`src/thermostat_pkg.sv`:
```
// shared constants, types and helpers of the thermostat sensor control
package thermostat_pkg;

	localparam int CLK_HZ             = 100_000_000;
	localparam int NVM_WRITE_MS       = 10;
	localparam int NVM_WRITE_CYCLES   = NVM_WRITE_MS * (CLK_HZ / 1000);
	localparam int PULSE_LIMIT_MS     = 10;
	localparam int PULSE_LIMIT_CYCLES = PULSE_LIMIT_MS * (CLK_HZ / 1000);
	localparam int TIMER_W            = 24;

	localparam logic [7:0] CMD_READ_TEMP  = 8'haa;
	localparam logic [7:0] CMD_WRITE_HIGH = 8'h01;
	localparam logic [7:0] CMD_WRITE_LOW  = 8'h02;
	localparam logic [7:0] CMD_READ_HIGH  = 8'ha1;
	localparam logic [7:0] CMD_READ_LOW   = 8'ha2;
	localparam logic [7:0] CMD_START      = 8'hee;
	localparam logic [7:0] CMD_STOP       = 8'h22;
	localparam logic [7:0] CMD_WRITE_CFG  = 8'h0c;
	localparam logic [7:0] CMD_READ_CFG   = 8'hac;

	localparam logic [3:0] CMD_BITS  = 4'h8;
	localparam logic [3:0] TEMP_BITS = 4'h9;
	localparam logic [3:0] CFG_BITS  = 4'h8;

	localparam int CFG_DONE_BIT       = 7;
	localparam int CFG_HIGH_FLAG_BIT  = 6;
	localparam int CFG_LOW_FLAG_BIT   = 5;
	localparam int CFG_NVM_BUSY_BIT   = 4;
	localparam int CFG_ONE_BIT        = 3;
	localparam int CFG_ZERO_BIT       = 2;
	localparam int CFG_PORT_SEL_BIT   = 1;
	localparam int CFG_SINGLE_BIT     = 0;

	localparam logic       RST_HOST_PORT_SELECT = 1'b1;
	localparam logic       RST_SINGLE           = 1'b0;
	localparam logic [8:0] RST_HIGH_LIMIT       = 9'h0fa;
	localparam logic [8:0] RST_LOW_LIMIT        = 9'h192;
	localparam logic [8:0] RST_TEMP             = 9'h000;

	typedef enum logic [1:0] {
		CONV_IDLE = 2'b01,
		CONV_BUSY = 2'b10
	} conv_state_t;

	typedef enum logic [3:0] {
		SER_CMD  = 4'b0001,
		SER_WR   = 4'b0010,
		SER_RD   = 4'b0100,
		SER_SKIP = 4'b1000
	} ser_state_t;

	function automatic logic temp_at_or_above(input logic [8:0] a, input logic [8:0] b);
		temp_at_or_above = $signed(a) >= $signed(b);
	endfunction : temp_at_or_above

	function automatic logic temp_at_or_below(input logic [8:0] a, input logic [8:0] b);
		temp_at_or_below = $signed(a) <= $signed(b);
	endfunction : temp_at_or_below

endpackage : thermostat_pkg

```
`src/pin_sync.sv`:
```
// two-stage synchroniser for the three serial port pins
`timescale 1ns/10ps
`default_nettype none
module pin_sync (
	input  wire logic       core_clk,
	input  wire logic       rst_n,
	input  wire logic       clk_en,
	input  wire logic [2:0] pins_async,
	output logic      [2:0] pins_sync
);

	logic [2:0] stage1_reg;
	logic [2:0] stage1_next;
	logic [2:0] stage2_reg;
	logic [2:0] stage2_next;

	// first stage feeds only the second
	always_comb begin
		stage1_next = stage1_reg;
		stage2_next = stage2_reg;
		if (clk_en) begin
			stage1_next = pins_async;
			stage2_next = stage1_reg;
		end
	end

	always_ff @(posedge core_clk or negedge rst_n) begin
		if (!rst_n) begin
			// clock pin idles high, so no false edge follows reset
			stage1_reg <= 3'h2;
			stage2_reg <= 3'h2;
		end else begin
			stage1_reg <= stage1_next;
			stage2_reg <= stage2_next;
		end
	end

	assign pins_sync = stage2_reg;

endmodule : pin_sync
`default_nettype wire

```
`src/limit_compare.sv`:
```
// thermostat outputs, updated once per completed conversion
`timescale 1ns/10ps
`default_nettype none
module limit_compare (
	input  wire logic       core_clk,
	input  wire logic       rst_n,
	input  wire logic       clk_en,
	input  wire logic       update,
	input  wire logic [8:0] temp,
	input  wire logic [8:0] high_limit,
	input  wire logic [8:0] low_limit,
	output logic            over_limit_out,
	output logic            under_limit_out,
	output logic            hysteresis_out
);

	logic over_reg;
	logic over_next;
	logic under_reg;
	logic under_next;
	logic hyst_reg;
	logic hyst_next;

	// outputs hold between conversions, so one-shot keeps the last result
	always_comb begin
		over_next  = over_reg;
		under_next = under_reg;
		hyst_next  = hyst_reg;
		if (clk_en && update) begin
			over_next  = thermostat_pkg::temp_at_or_above(temp, high_limit);
			under_next = thermostat_pkg::temp_at_or_below(temp, low_limit);
			if (!thermostat_pkg::temp_at_or_below(temp, high_limit)) begin
				hyst_next = 1'b1;
			end else if (!thermostat_pkg::temp_at_or_above(temp, low_limit)) begin
				hyst_next = 1'b0;
			end
		end
	end

	always_ff @(posedge core_clk or negedge rst_n) begin
		if (!rst_n) begin
			over_reg  <= 1'b0;
			under_reg <= 1'b0;
			hyst_reg  <= 1'b0;
		end else begin
			over_reg  <= over_next;
			under_reg <= under_next;
			hyst_reg  <= hyst_next;
		end
	end

	assign over_limit_out  = over_reg;
	assign under_limit_out = under_reg;
	assign hysteresis_out  = hyst_reg;

endmodule : limit_compare
`default_nettype wire

```
`src/thermostat_sensor_serial_control.sv`:
```
// control logic of the thermostat temperature sensor with three-wire port
// Summary of operation
// - done bit set on finish, zero continuous
// - high flag sticks until written zero
// - low flag sticks until written zero
// - nvm busy high during nonvolatile write
// - port select picks convert or serial clock
// - single bit: one conversion or continuous
// - config byte field order fixed
// - one-shot outputs hold last conversion result
// - short low pulse triggers one conversion
// - long low level converts continuously
// - standalone pin overrides single conversion bit
// - enable low aborts transfer, releases data
// - input bits sampled on rising edge
// - drive on falling edge, float while high
// - everything shifted least significant bit first
// - command aah reads nine-bit temperature
// - commands 01h/02h write high/low limit
// - commands a1h/a2h read high/low limit
// - command eeh starts conversion
// - command 22h stops after current measurement
// - commands 0ch/ach write/read config byte
// - nine-bit two's complement half-degree values
// - over output follows at-or-above high limit
// - under output follows at-or-below low limit
// - hysteresis set above high, cleared below low
`timescale 1ns/10ps
`default_nettype none
module thermostat_sensor_serial_control #(
	parameter int NVM_WRITE_CYCLES   = thermostat_pkg::NVM_WRITE_CYCLES,
	parameter int PULSE_LIMIT_CYCLES = thermostat_pkg::PULSE_LIMIT_CYCLES
) (
	input  wire logic       core_clk,
	input  wire logic       rst_n,
	input  wire logic       clk_en,
	input  wire logic       xfer_en,
	input  wire logic       clock_or_convert,
	input  wire logic       data_in,
	output logic            data_out,
	output logic            data_oe,
	output logic            conv_req,
	input  wire logic       conv_done,
	input  wire logic [8:0] conv_result,
	output logic            over_limit_out,
	output logic            under_limit_out,
	output logic            hysteresis_out
);

	localparam logic [thermostat_pkg::TIMER_W-1:0] NVM_LOAD =
		thermostat_pkg::TIMER_W'(NVM_WRITE_CYCLES);
	localparam logic [thermostat_pkg::TIMER_W-1:0] PULSE_LAST =
		thermostat_pkg::TIMER_W'(PULSE_LIMIT_CYCLES - 1);

	logic [2:0] pins_s;
	logic       xfer_s;
	logic       sclk_s;
	logic       din_s;
	logic       sclk_prev_reg;
	logic       sclk_rise;
	logic       sclk_fall;

	pin_sync u_pin_sync (
		.core_clk   (core_clk),
		.rst_n      (rst_n),
		.clk_en     (clk_en),
		.pins_async ({data_in, clock_or_convert, xfer_en}),
		.pins_sync  (pins_s)
	);

	assign xfer_s    = pins_s[0];
	assign sclk_s    = pins_s[1];
	assign din_s     = pins_s[2];
	assign sclk_rise = clk_en & sclk_s & ~sclk_prev_reg;
	assign sclk_fall = clk_en & ~sclk_s & sclk_prev_reg;

	// serial port state
	thermostat_pkg::ser_state_t ser_state_reg;
	thermostat_pkg::ser_state_t ser_state_next;
	logic [3:0] bit_cnt_reg;
	logic [3:0] bit_cnt_next;
	logic [8:0] shift_reg;
	logic [8:0] shift_next;
	logic [7:0] cmd_reg;
	logic [7:0] cmd_next;
	logic       dout_reg;
	logic       dout_next;
	logic       doe_reg;
	logic       doe_next;
	logic [7:0] cmd_byte;
	logic [3:0] data_len;
	logic       wr_high_p;
	logic       wr_low_p;
	logic       wr_cfg_p;
	logic       start_cmd_p;
	logic       stop_cmd_p;
	logic [8:0] wr_data;

	// configuration, limits and conversion state
	thermostat_pkg::conv_state_t conv_state_reg;
	thermostat_pkg::conv_state_t conv_state_next;
	logic       cont_run_reg;
	logic       cont_run_next;
	logic       port_sel_reg;
	logic       port_sel_next;
	logic       single_reg;
	logic       single_next;
	logic       high_flag_reg;
	logic       high_flag_next;
	logic       low_flag_reg;
	logic       low_flag_next;
	logic       done_reg;
	logic       done_next;
	logic [8:0] high_limit_reg;
	logic [8:0] high_limit_next;
	logic [8:0] low_limit_reg;
	logic [8:0] low_limit_next;
	logic [8:0] temp_reg;
	logic [8:0] temp_next;
	logic [thermostat_pkg::TIMER_W-1:0] nvm_cnt_reg;
	logic [thermostat_pkg::TIMER_W-1:0] nvm_cnt_next;
	logic       nvm_busy;
	logic       conv_finish;
	logic [7:0] cfg_byte;

	// standalone convert pin state
	logic [thermostat_pkg::TIMER_W-1:0] sa_cnt_reg;
	logic [thermostat_pkg::TIMER_W-1:0] sa_cnt_next;
	logic       sa_hold_reg;
	logic       sa_hold_next;
	logic       sa_active;
	logic       sa_start;

	assign nvm_busy    = nvm_cnt_reg != '0;
	assign conv_finish = clk_en & conv_done & (conv_state_reg == thermostat_pkg::CONV_BUSY);

	always_comb begin
		cfg_byte = 8'h00;
		cfg_byte[thermostat_pkg::CFG_DONE_BIT]      = done_reg & single_reg & ~sa_hold_reg;
		cfg_byte[thermostat_pkg::CFG_HIGH_FLAG_BIT] = high_flag_reg;
		cfg_byte[thermostat_pkg::CFG_LOW_FLAG_BIT]  = low_flag_reg;
		cfg_byte[thermostat_pkg::CFG_NVM_BUSY_BIT]  = nvm_busy;
		cfg_byte[thermostat_pkg::CFG_ONE_BIT]       = 1'b1;
		cfg_byte[thermostat_pkg::CFG_ZERO_BIT]      = 1'b0;
		cfg_byte[thermostat_pkg::CFG_PORT_SEL_BIT]  = port_sel_reg;
		cfg_byte[thermostat_pkg::CFG_SINGLE_BIT]    = single_reg;
	end

	// serial port: sample on rising edge, drive on falling edge
	always_comb begin
		ser_state_next = ser_state_reg;
		bit_cnt_next   = bit_cnt_reg;
		shift_next     = shift_reg;
		cmd_next       = cmd_reg;
		dout_next      = dout_reg;
		doe_next       = doe_reg;
		wr_high_p      = 1'b0;
		wr_low_p       = 1'b0;
		wr_cfg_p       = 1'b0;
		start_cmd_p    = 1'b0;
		stop_cmd_p     = 1'b0;
		cmd_byte       = {din_s, shift_reg[8:2]};
		wr_data        = {din_s, shift_reg[8:1]};
		data_len       = (cmd_reg == thermostat_pkg::CMD_WRITE_CFG ||
			cmd_reg == thermostat_pkg::CMD_READ_CFG) ? thermostat_pkg::CFG_BITS
			: thermostat_pkg::TEMP_BITS;
		if (clk_en) begin
			if (!xfer_s) begin
				ser_state_next = thermostat_pkg::SER_CMD;
				bit_cnt_next   = 4'h0;
				doe_next       = 1'b0;
			end else begin
				case (ser_state_reg)
					thermostat_pkg::SER_CMD: begin
						if (sclk_rise) begin
							shift_next   = {din_s, shift_reg[8:1]};
							bit_cnt_next = bit_cnt_reg + 4'h1;
							if (bit_cnt_reg == thermostat_pkg::CMD_BITS - 4'h1) begin
								cmd_next       = cmd_byte;
								bit_cnt_next   = 4'h0;
								ser_state_next = thermostat_pkg::SER_SKIP;
								case (cmd_byte)
									thermostat_pkg::CMD_READ_TEMP: begin
										shift_next     = temp_reg;
										ser_state_next = thermostat_pkg::SER_RD;
									end
									thermostat_pkg::CMD_READ_HIGH: begin
										shift_next     = high_limit_reg;
										ser_state_next = thermostat_pkg::SER_RD;
									end
									thermostat_pkg::CMD_READ_LOW: begin
										shift_next     = low_limit_reg;
										ser_state_next = thermostat_pkg::SER_RD;
									end
									thermostat_pkg::CMD_READ_CFG: begin
										shift_next     = {1'b0, cfg_byte};
										ser_state_next = thermostat_pkg::SER_RD;
									end
									thermostat_pkg::CMD_WRITE_HIGH,
									thermostat_pkg::CMD_WRITE_LOW,
									thermostat_pkg::CMD_WRITE_CFG: begin
										ser_state_next = thermostat_pkg::SER_WR;
									end
									thermostat_pkg::CMD_START: start_cmd_p = 1'b1;
									thermostat_pkg::CMD_STOP:  stop_cmd_p  = 1'b1;
									default: ser_state_next = thermostat_pkg::SER_SKIP;
								endcase
							end
						end
					end
					thermostat_pkg::SER_WR: begin
						if (sclk_rise) begin
							shift_next   = {din_s, shift_reg[8:1]};
							bit_cnt_next = bit_cnt_reg + 4'h1;
							if (bit_cnt_reg == data_len - 4'h1) begin
								// partial words end with the enable and are dropped
								wr_high_p      = cmd_reg == thermostat_pkg::CMD_WRITE_HIGH;
								wr_low_p       = cmd_reg == thermostat_pkg::CMD_WRITE_LOW;
								wr_cfg_p       = cmd_reg == thermostat_pkg::CMD_WRITE_CFG;
								ser_state_next = thermostat_pkg::SER_SKIP;
							end
						end
					end
					thermostat_pkg::SER_RD: begin
						if (sclk_fall) begin
							dout_next = shift_reg[0];
							doe_next  = 1'b1;
						end else if (sclk_rise) begin
							doe_next     = 1'b0;
							shift_next   = {1'b0, shift_reg[8:1]};
							bit_cnt_next = bit_cnt_reg + 4'h1;
							if (bit_cnt_reg == data_len - 4'h1) begin
								ser_state_next = thermostat_pkg::SER_SKIP;
							end
						end
					end
					thermostat_pkg::SER_SKIP: begin
						doe_next = 1'b0;
					end
					default: begin
						ser_state_next = thermostat_pkg::SER_CMD;
						doe_next       = 1'b0;
					end
				endcase
			end
		end
	end

	always_ff @(posedge core_clk or negedge rst_n) begin
		if (!rst_n) begin
			ser_state_reg <= thermostat_pkg::SER_CMD;
			bit_cnt_reg   <= 4'h0;
			shift_reg     <= 9'h000;
			cmd_reg       <= 8'h00;
			dout_reg      <= 1'b0;
			doe_reg       <= 1'b0;
			sclk_prev_reg <= 1'b1;
		end else begin
			ser_state_reg <= ser_state_next;
			bit_cnt_reg   <= bit_cnt_next;
			shift_reg     <= shift_next;
			cmd_reg       <= cmd_next;
			dout_reg      <= dout_next;
			doe_reg       <= doe_next;
			sclk_prev_reg <= clk_en ? sclk_s : sclk_prev_reg;
		end
	end

	// standalone pin only counts while the port is deselected
	assign sa_active = ~port_sel_reg & ~xfer_s;
	assign sa_start  = sa_active & sclk_fall;

	always_comb begin
		sa_cnt_next  = sa_cnt_reg;
		sa_hold_next = sa_hold_reg;
		if (clk_en) begin
			if (sa_active && !sclk_s) begin
				if (sa_cnt_reg != PULSE_LAST) begin
					sa_cnt_next = sa_cnt_reg + 1'b1;
				end else begin
					sa_hold_next = 1'b1;
				end
			end else begin
				sa_cnt_next  = '0;
				sa_hold_next = 1'b0;
			end
		end
	end

	always_ff @(posedge core_clk or negedge rst_n) begin
		if (!rst_n) begin
			sa_cnt_reg  <= '0;
			sa_hold_reg <= 1'b0;
		end else begin
			sa_cnt_reg  <= sa_cnt_next;
			sa_hold_reg <= sa_hold_next;
		end
	end

	// conversion sequencing, limits and configuration
	always_comb begin
		conv_state_next = conv_state_reg;
		cont_run_next   = cont_run_reg;
		port_sel_next   = port_sel_reg;
		single_next     = single_reg;
		high_flag_next  = high_flag_reg;
		low_flag_next   = low_flag_reg;
		done_next       = done_reg;
		high_limit_next = high_limit_reg;
		low_limit_next  = low_limit_reg;
		temp_next       = temp_reg;
		nvm_cnt_next    = nvm_cnt_reg;
		if (clk_en) begin
			if (nvm_busy) begin
				nvm_cnt_next = nvm_cnt_reg - 1'b1;
			end
			if (wr_high_p) begin
				high_limit_next = wr_data;
				nvm_cnt_next    = NVM_LOAD;
			end
			if (wr_low_p) begin
				low_limit_next = wr_data;
				nvm_cnt_next   = NVM_LOAD;
			end
			if (wr_cfg_p) begin
				// writing one to a flag does nothing; only zero clears
				if (!wr_data[thermostat_pkg::CFG_HIGH_FLAG_BIT + 1]) begin
					high_flag_next = 1'b0;
				end
				if (!wr_data[thermostat_pkg::CFG_LOW_FLAG_BIT + 1]) begin
					low_flag_next = 1'b0;
				end
				port_sel_next = wr_data[thermostat_pkg::CFG_PORT_SEL_BIT + 1];
				single_next   = wr_data[thermostat_pkg::CFG_SINGLE_BIT + 1];
				nvm_cnt_next  = NVM_LOAD;
			end
			if (start_cmd_p) begin
				cont_run_next = ~single_reg;
			end
			if (stop_cmd_p) begin
				cont_run_next = 1'b0;
			end
			case (conv_state_reg)
				thermostat_pkg::CONV_IDLE: begin
					if (start_cmd_p || sa_start || sa_hold_reg) begin
						conv_state_next = thermostat_pkg::CONV_BUSY;
						done_next       = 1'b0;
					end
				end
				thermostat_pkg::CONV_BUSY: begin
					if (conv_done) begin
						temp_next = conv_result;
						done_next = 1'b1;
						// set after the clear so a same-cycle event is kept
						if (thermostat_pkg::temp_at_or_above(conv_result, high_limit_reg)) begin
							high_flag_next = 1'b1;
						end
						if (thermostat_pkg::temp_at_or_below(conv_result, low_limit_reg)) begin
							low_flag_next = 1'b1;
						end
						if (!(cont_run_next || sa_hold_reg)) begin
							conv_state_next = thermostat_pkg::CONV_IDLE;
						end else begin
							done_next = 1'b0;
						end
					end
				end
				default: conv_state_next = thermostat_pkg::CONV_IDLE;
			endcase
		end
	end

	always_ff @(posedge core_clk or negedge rst_n) begin
		if (!rst_n) begin
			conv_state_reg <= thermostat_pkg::CONV_IDLE;
			cont_run_reg   <= 1'b0;
			port_sel_reg   <= thermostat_pkg::RST_HOST_PORT_SELECT;
			single_reg     <= thermostat_pkg::RST_SINGLE;
			high_flag_reg  <= 1'b0;
			low_flag_reg   <= 1'b0;
			done_reg       <= 1'b0;
			high_limit_reg <= thermostat_pkg::RST_HIGH_LIMIT;
			low_limit_reg  <= thermostat_pkg::RST_LOW_LIMIT;
			temp_reg       <= thermostat_pkg::RST_TEMP;
			nvm_cnt_reg    <= '0;
		end else begin
			conv_state_reg <= conv_state_next;
			cont_run_reg   <= cont_run_next;
			port_sel_reg   <= port_sel_next;
			single_reg     <= single_next;
			high_flag_reg  <= high_flag_next;
			low_flag_reg   <= low_flag_next;
			done_reg       <= done_next;
			high_limit_reg <= high_limit_next;
			low_limit_reg  <= low_limit_next;
			temp_reg       <= temp_next;
			nvm_cnt_reg    <= nvm_cnt_next;
		end
	end

	limit_compare u_limit_compare (
		.core_clk        (core_clk),
		.rst_n           (rst_n),
		.clk_en          (clk_en),
		.update          (conv_finish),
		.temp            (conv_result),
		.high_limit      (high_limit_reg),
		.low_limit       (low_limit_reg),
		.over_limit_out  (over_limit_out),
		.under_limit_out (under_limit_out),
		.hysteresis_out  (hysteresis_out)
	);

	assign data_out = dout_reg;
	assign data_oe  = doe_reg;
	assign conv_req = conv_state_reg == thermostat_pkg::CONV_BUSY;

endmodule : thermostat_sensor_serial_control
`default_nettype wire

```
`config.mk`:
```
export PLATFORM = sky130hd
export DESIGN_NAME = thermostat_sensor_serial_control
export DESIGN_NICKNAME = d
export VERILOG_FILES = /design/src/thermostat_pkg.sv /design/src/pin_sync.sv /design/src/limit_compare.sv /design/src/thermostat_sensor_serial_control.sv
export SDC_FILE = /design/constraint.sdc
export NUM_CORES = 1
export LEC_CHECK = 0
export BUFFER_PORTS_ARGS = -buffer_cell sky130_fd_sc_hd__buf_2
export CAP_MARGIN = 20
export CORE_MARGIN = 5
export CORE_UTILIZATION = 45
export DETAILED_ROUTE_END_ITERATION = 10
export SYNTH_ARGS = -nofsm -noshare
export SYNTH_HDL_FRONTEND = slang
export SYNTH_HIERARCHICAL = 1
export SYNTH_SLANG_ARGS = --single-unit
```
`constraint.sdc`:
```
create_clock -name core_clk -period 3.3 [get_ports core_clk]
set_clock_uncertainty 0.1 [all_clocks]
set_input_delay 0.495 -clock core_clk [delete_from_list [all_inputs] [get_ports core_clk]]
set_output_delay 0.495 -clock core_clk [all_outputs]
set_load 0.03 [all_outputs]
```
==> results by group <==
Outcome
  – Status: finished, violations left
  – Failing checks: negative hold slack

Drt
  – DRT iter0 DRCs: 540
  – Vias per inst: 6.07
  – Via count: 6507
  – DRC: 0
  – Final WL: 20100 um
  – WL/cell: 18.8 um
  – Final ANT Viol Nets: 0
  – Detailed Routing Iterations Pass 1: 5

Power
  – Peak supply drop: 0.000386 V
  – Total leakage power: 3.68 nW
  – Power density over cell area: 576 nW/um2
  – Final Power: 5.03 mW

Synth
  – Adder-cell share of the synthesized area: 6.28%
  – Synth Area in XOR/XNOR: 2.25%
  – Seq cells post-synth: 121
  – Mux cell area share after synthesis: 7.74%
  – Cells after Synth: 816
  – Mapped Nets: 871
  – Syn_area_per_cell: 9.53 um2
  – Yosys cell types: 84
  – Yosys top cell area share: 33.8%
  – Synthesis warning total: 6
  – Simple-Gate Fraction of Synth Area: 23.0%
  – Synth area leader: dfrtp_1
  – Largest family of logic cells by synthesized area: simple AND/OR/NAND/NOR gates
  – Top post-synthesis cells by area: dfrtp_1, ha_1, dfstp_2, mux2_2, nand2_1
  – Post-synth EDFFs: 0
  – Fraction of registers with async set/reset: 100%
  – Post-synthesis compound-gate area fraction: 16.9%
  – Most used DFF post-synth: dfrtp_1
  – Seq/Total Area, Yosys: 39.2%
  – Post-synthesis cell area: 7780 um2

Placed design
  – Placed cell count: 1040
  – RD Place Congestion: 0.857
  – Dpl ws: 698 ps
  – Detailed Place HPWL: 14500 um
  – Port bufs: 21

Critical path
  – Critical Path Sink Type: flop
  – Kind of critical path: flop to flop
  – CP top delay family: compound AO/OA/AOI/OAI gates
  – Critical path's largest stage delay: 610 ps
  – CP arrival: 2850 ps
  – Required @ worst endpoint: 3510 ps
  – Worst path cell trace: or3b_2 -> a21oi_1 -> o211ai_1 -> a211o_1 -> a22o_1
  – Worst path slowest cell: or3b_2
  – Worst Path Buf+Inv: 0
  – CP Launch Type: flop
  – Critical path peak fanout: 20

Global routing
  – Antenna violations before repair: 0
  – Number of global-route vias before repair: 6387
  – First-pass GRT wire length: 33300 um
  – Gr ovfl total: 0
  – Largest net degree at the start of global routing: 79
  – Total GRT Usage: 20.7%

Die
  – Num rows: 48
  – Die Width: 141 um
  – DIE AREA: 20000 um2
  – CORE AREA: 17100 um2
  – Chip Height: 141 um
  – Initial Util: 45.4%
  – I/O pins: 22

Finish
  – Antenna Cells: 0
  – Layout cells sized above 1: 17.4%
  – Area grow syn2layout: 12.2%
  – Final non-filler cell total: 1072
  – Post-Route Utilization: 51.0%
  – Fill cell count: 1606
  – Final #Nets: 889

Timing
  – Worst slew margin: 39.2%
  – Slew @ Worst Pin: 908 ps
  – RSZ-0062 raised after global routing: false
  – Setup ws final: 662 ps
  – Fmax: 379 MHz
  – Fin. Hold Viols: 4
  – Final critical-path required period: 2640 ps
  – Final Max Slew Viols: 0
  – Post-Route Setup TNS: 0 ps
  – Fin Hold WS: -17.8 ps
  – Fin crit share: 79.9%
  – Final setup viols: 0

Clocking
  – Clk sinks: 121
  – CTS resizes: 0
  – Clk slew on worst S/H paths: 50 ps
  – Total CTS buffers: 17
  – Post-CTS Setup Bufs: 0
  – CTS max path bufs: 2
  – H-tree depth: 4
  – Skew-Pair Late Insertion Delay: 420 ps
  – CTS root buffer: clkbuf_16
  – CTS tree: yes
  – Cts hold-fix bufs: 0

Run
  – Max-Cap Viols: 0

Hold path
  – Hold Crit Class: input pin to asynchronous set/reset pin
## worst reg2reg max path, stage by stage (launching register included)
cell      delay (ps)
dfrtp_1          590
or3b_2           610
a21oi_1          250
o211ai_1         380
a211o_1          410
a22o_1           190
## cell usage in the layout, fill, tap and decap left out, types with 10 or more instances in the layout
cell type	netlist	layout
dfrtp_1	105	105
nand2_1	60	60
inv_1	52	52
nor2_1	51	51
o21ai_0	41	41
ha_1	39	39
mux2_2	33	33
a21oi_1	31	31
nand3_1	28	28
buf_2	2	20
nor3_1	19	19
nor4_1	20	19
clkbuf_16	0	17
dfstp_2	16	16
o31ai_1	15	15
buf_4	1	15
mux2i_1	14	14
nor2b_1	11	11
a211oi_1	11	11
xnor2_1	11	11
nand2b_1	10	10
nand4_1	10	10
## final timing paths
path / startpoint / endpoint / slack (ps) / cells past startpoint
worst min register to register: temp_reg[8]$_DFFE_PN0P_ / temp_reg[8]$_DFFE_PN0P_ / 380 / 2
worst max register to register: shift_reg[5]$_DFFE_PN0P_ / shift_reg[4]$_DFFE_PN0P_ / 660 / 5
worst max-delay path: shift_reg[5]$_DFFE_PN0P_ / shift_reg[4]$_DFFE_PN0P_ / 660 / 5
worst min-delay path: rst_n / sa_cnt_reg[14]$_DFFE_PN0P_ / -20 / 2
min in group core_clk: clock_or_convert / u_pin_sync/stage1_reg[1]$_DFFE_PN1P_ / 200 / 2
max in group asynchronous: rst_n / nvm_cnt_reg[2]$_DFFE_PN0P_ / 2610 / 2
## metrics by stage
stage	hold slack [ps]	area [um2]
3_3_place_gp	368	8130
6_report	-17.8	8720
4_1_cts	3.97	8720
3_5_place_dp	368	8130
2_1_floorplan	99.4	7780
5_1_grt	15.5	8720
## synthesized netlist by cell type (8+ instances only)
library cell	instances
mux2_2	33
inv_1	52
a211oi_1	11
nor2b_1	11
and3_1	9
clkbuf_1	29
o21ai_0	41
xnor2_1	11
nor3_1	19
nand2_1	60
or3_1	9
dfrtp_1	105
or4_1	9
and2_1	8
a31oi_1	8
a21o_1	9
nor2_1	51
o31ai_1	15
ha_1	39
nor4_1	20
o211ai_1	9
nand2b_1	10
dfstp_2	16
nand3_1	28
a21oi_1	31
nand4_1	10
mux2i_1	14
xor2_1	9
## where the power goes
group	internal, mW	switching, mW	leakage [nW]
Clock	1.21	0.658	0.289
Sequential	1.72	0.366	1.53
Combinational	0.447	0.633	1.85
## area by class of cell
class | count | area, um2 | area share, %
Clock buffer | 25 | 505 | 5.79
Multi-Input combinational cell | 606 | 4370 | 50.1
Timing Repair Buffer | 36 | 233 | 2.67
Tap cell | 225 | 282 | 3.23
Clock inverter | 7 | 90.1 | 1.03
Sequential cell | 121 | 3050 | 34.9
Inverter | 52 | 195 | 2.24
## routing by layer
metal	vias up	global-route usage [%]	part of all wire (%)
met5	-	0	0
met4	0	7.12	2.2
met3	42	4.79	4.6
met2	195	33.5	48
met1	3191	27.5	45
li1	3079	-	-
## cell families after synthesis
kind of cell,after synthesis
and+or+nand+nor,306
AOI/OAI and AO/OA,188
DFF,121
buffers and inverters,89
muxes,53
adders and majority gates,39
xor gates and xnor gates,20
Power figures use the tool's default switching activity.
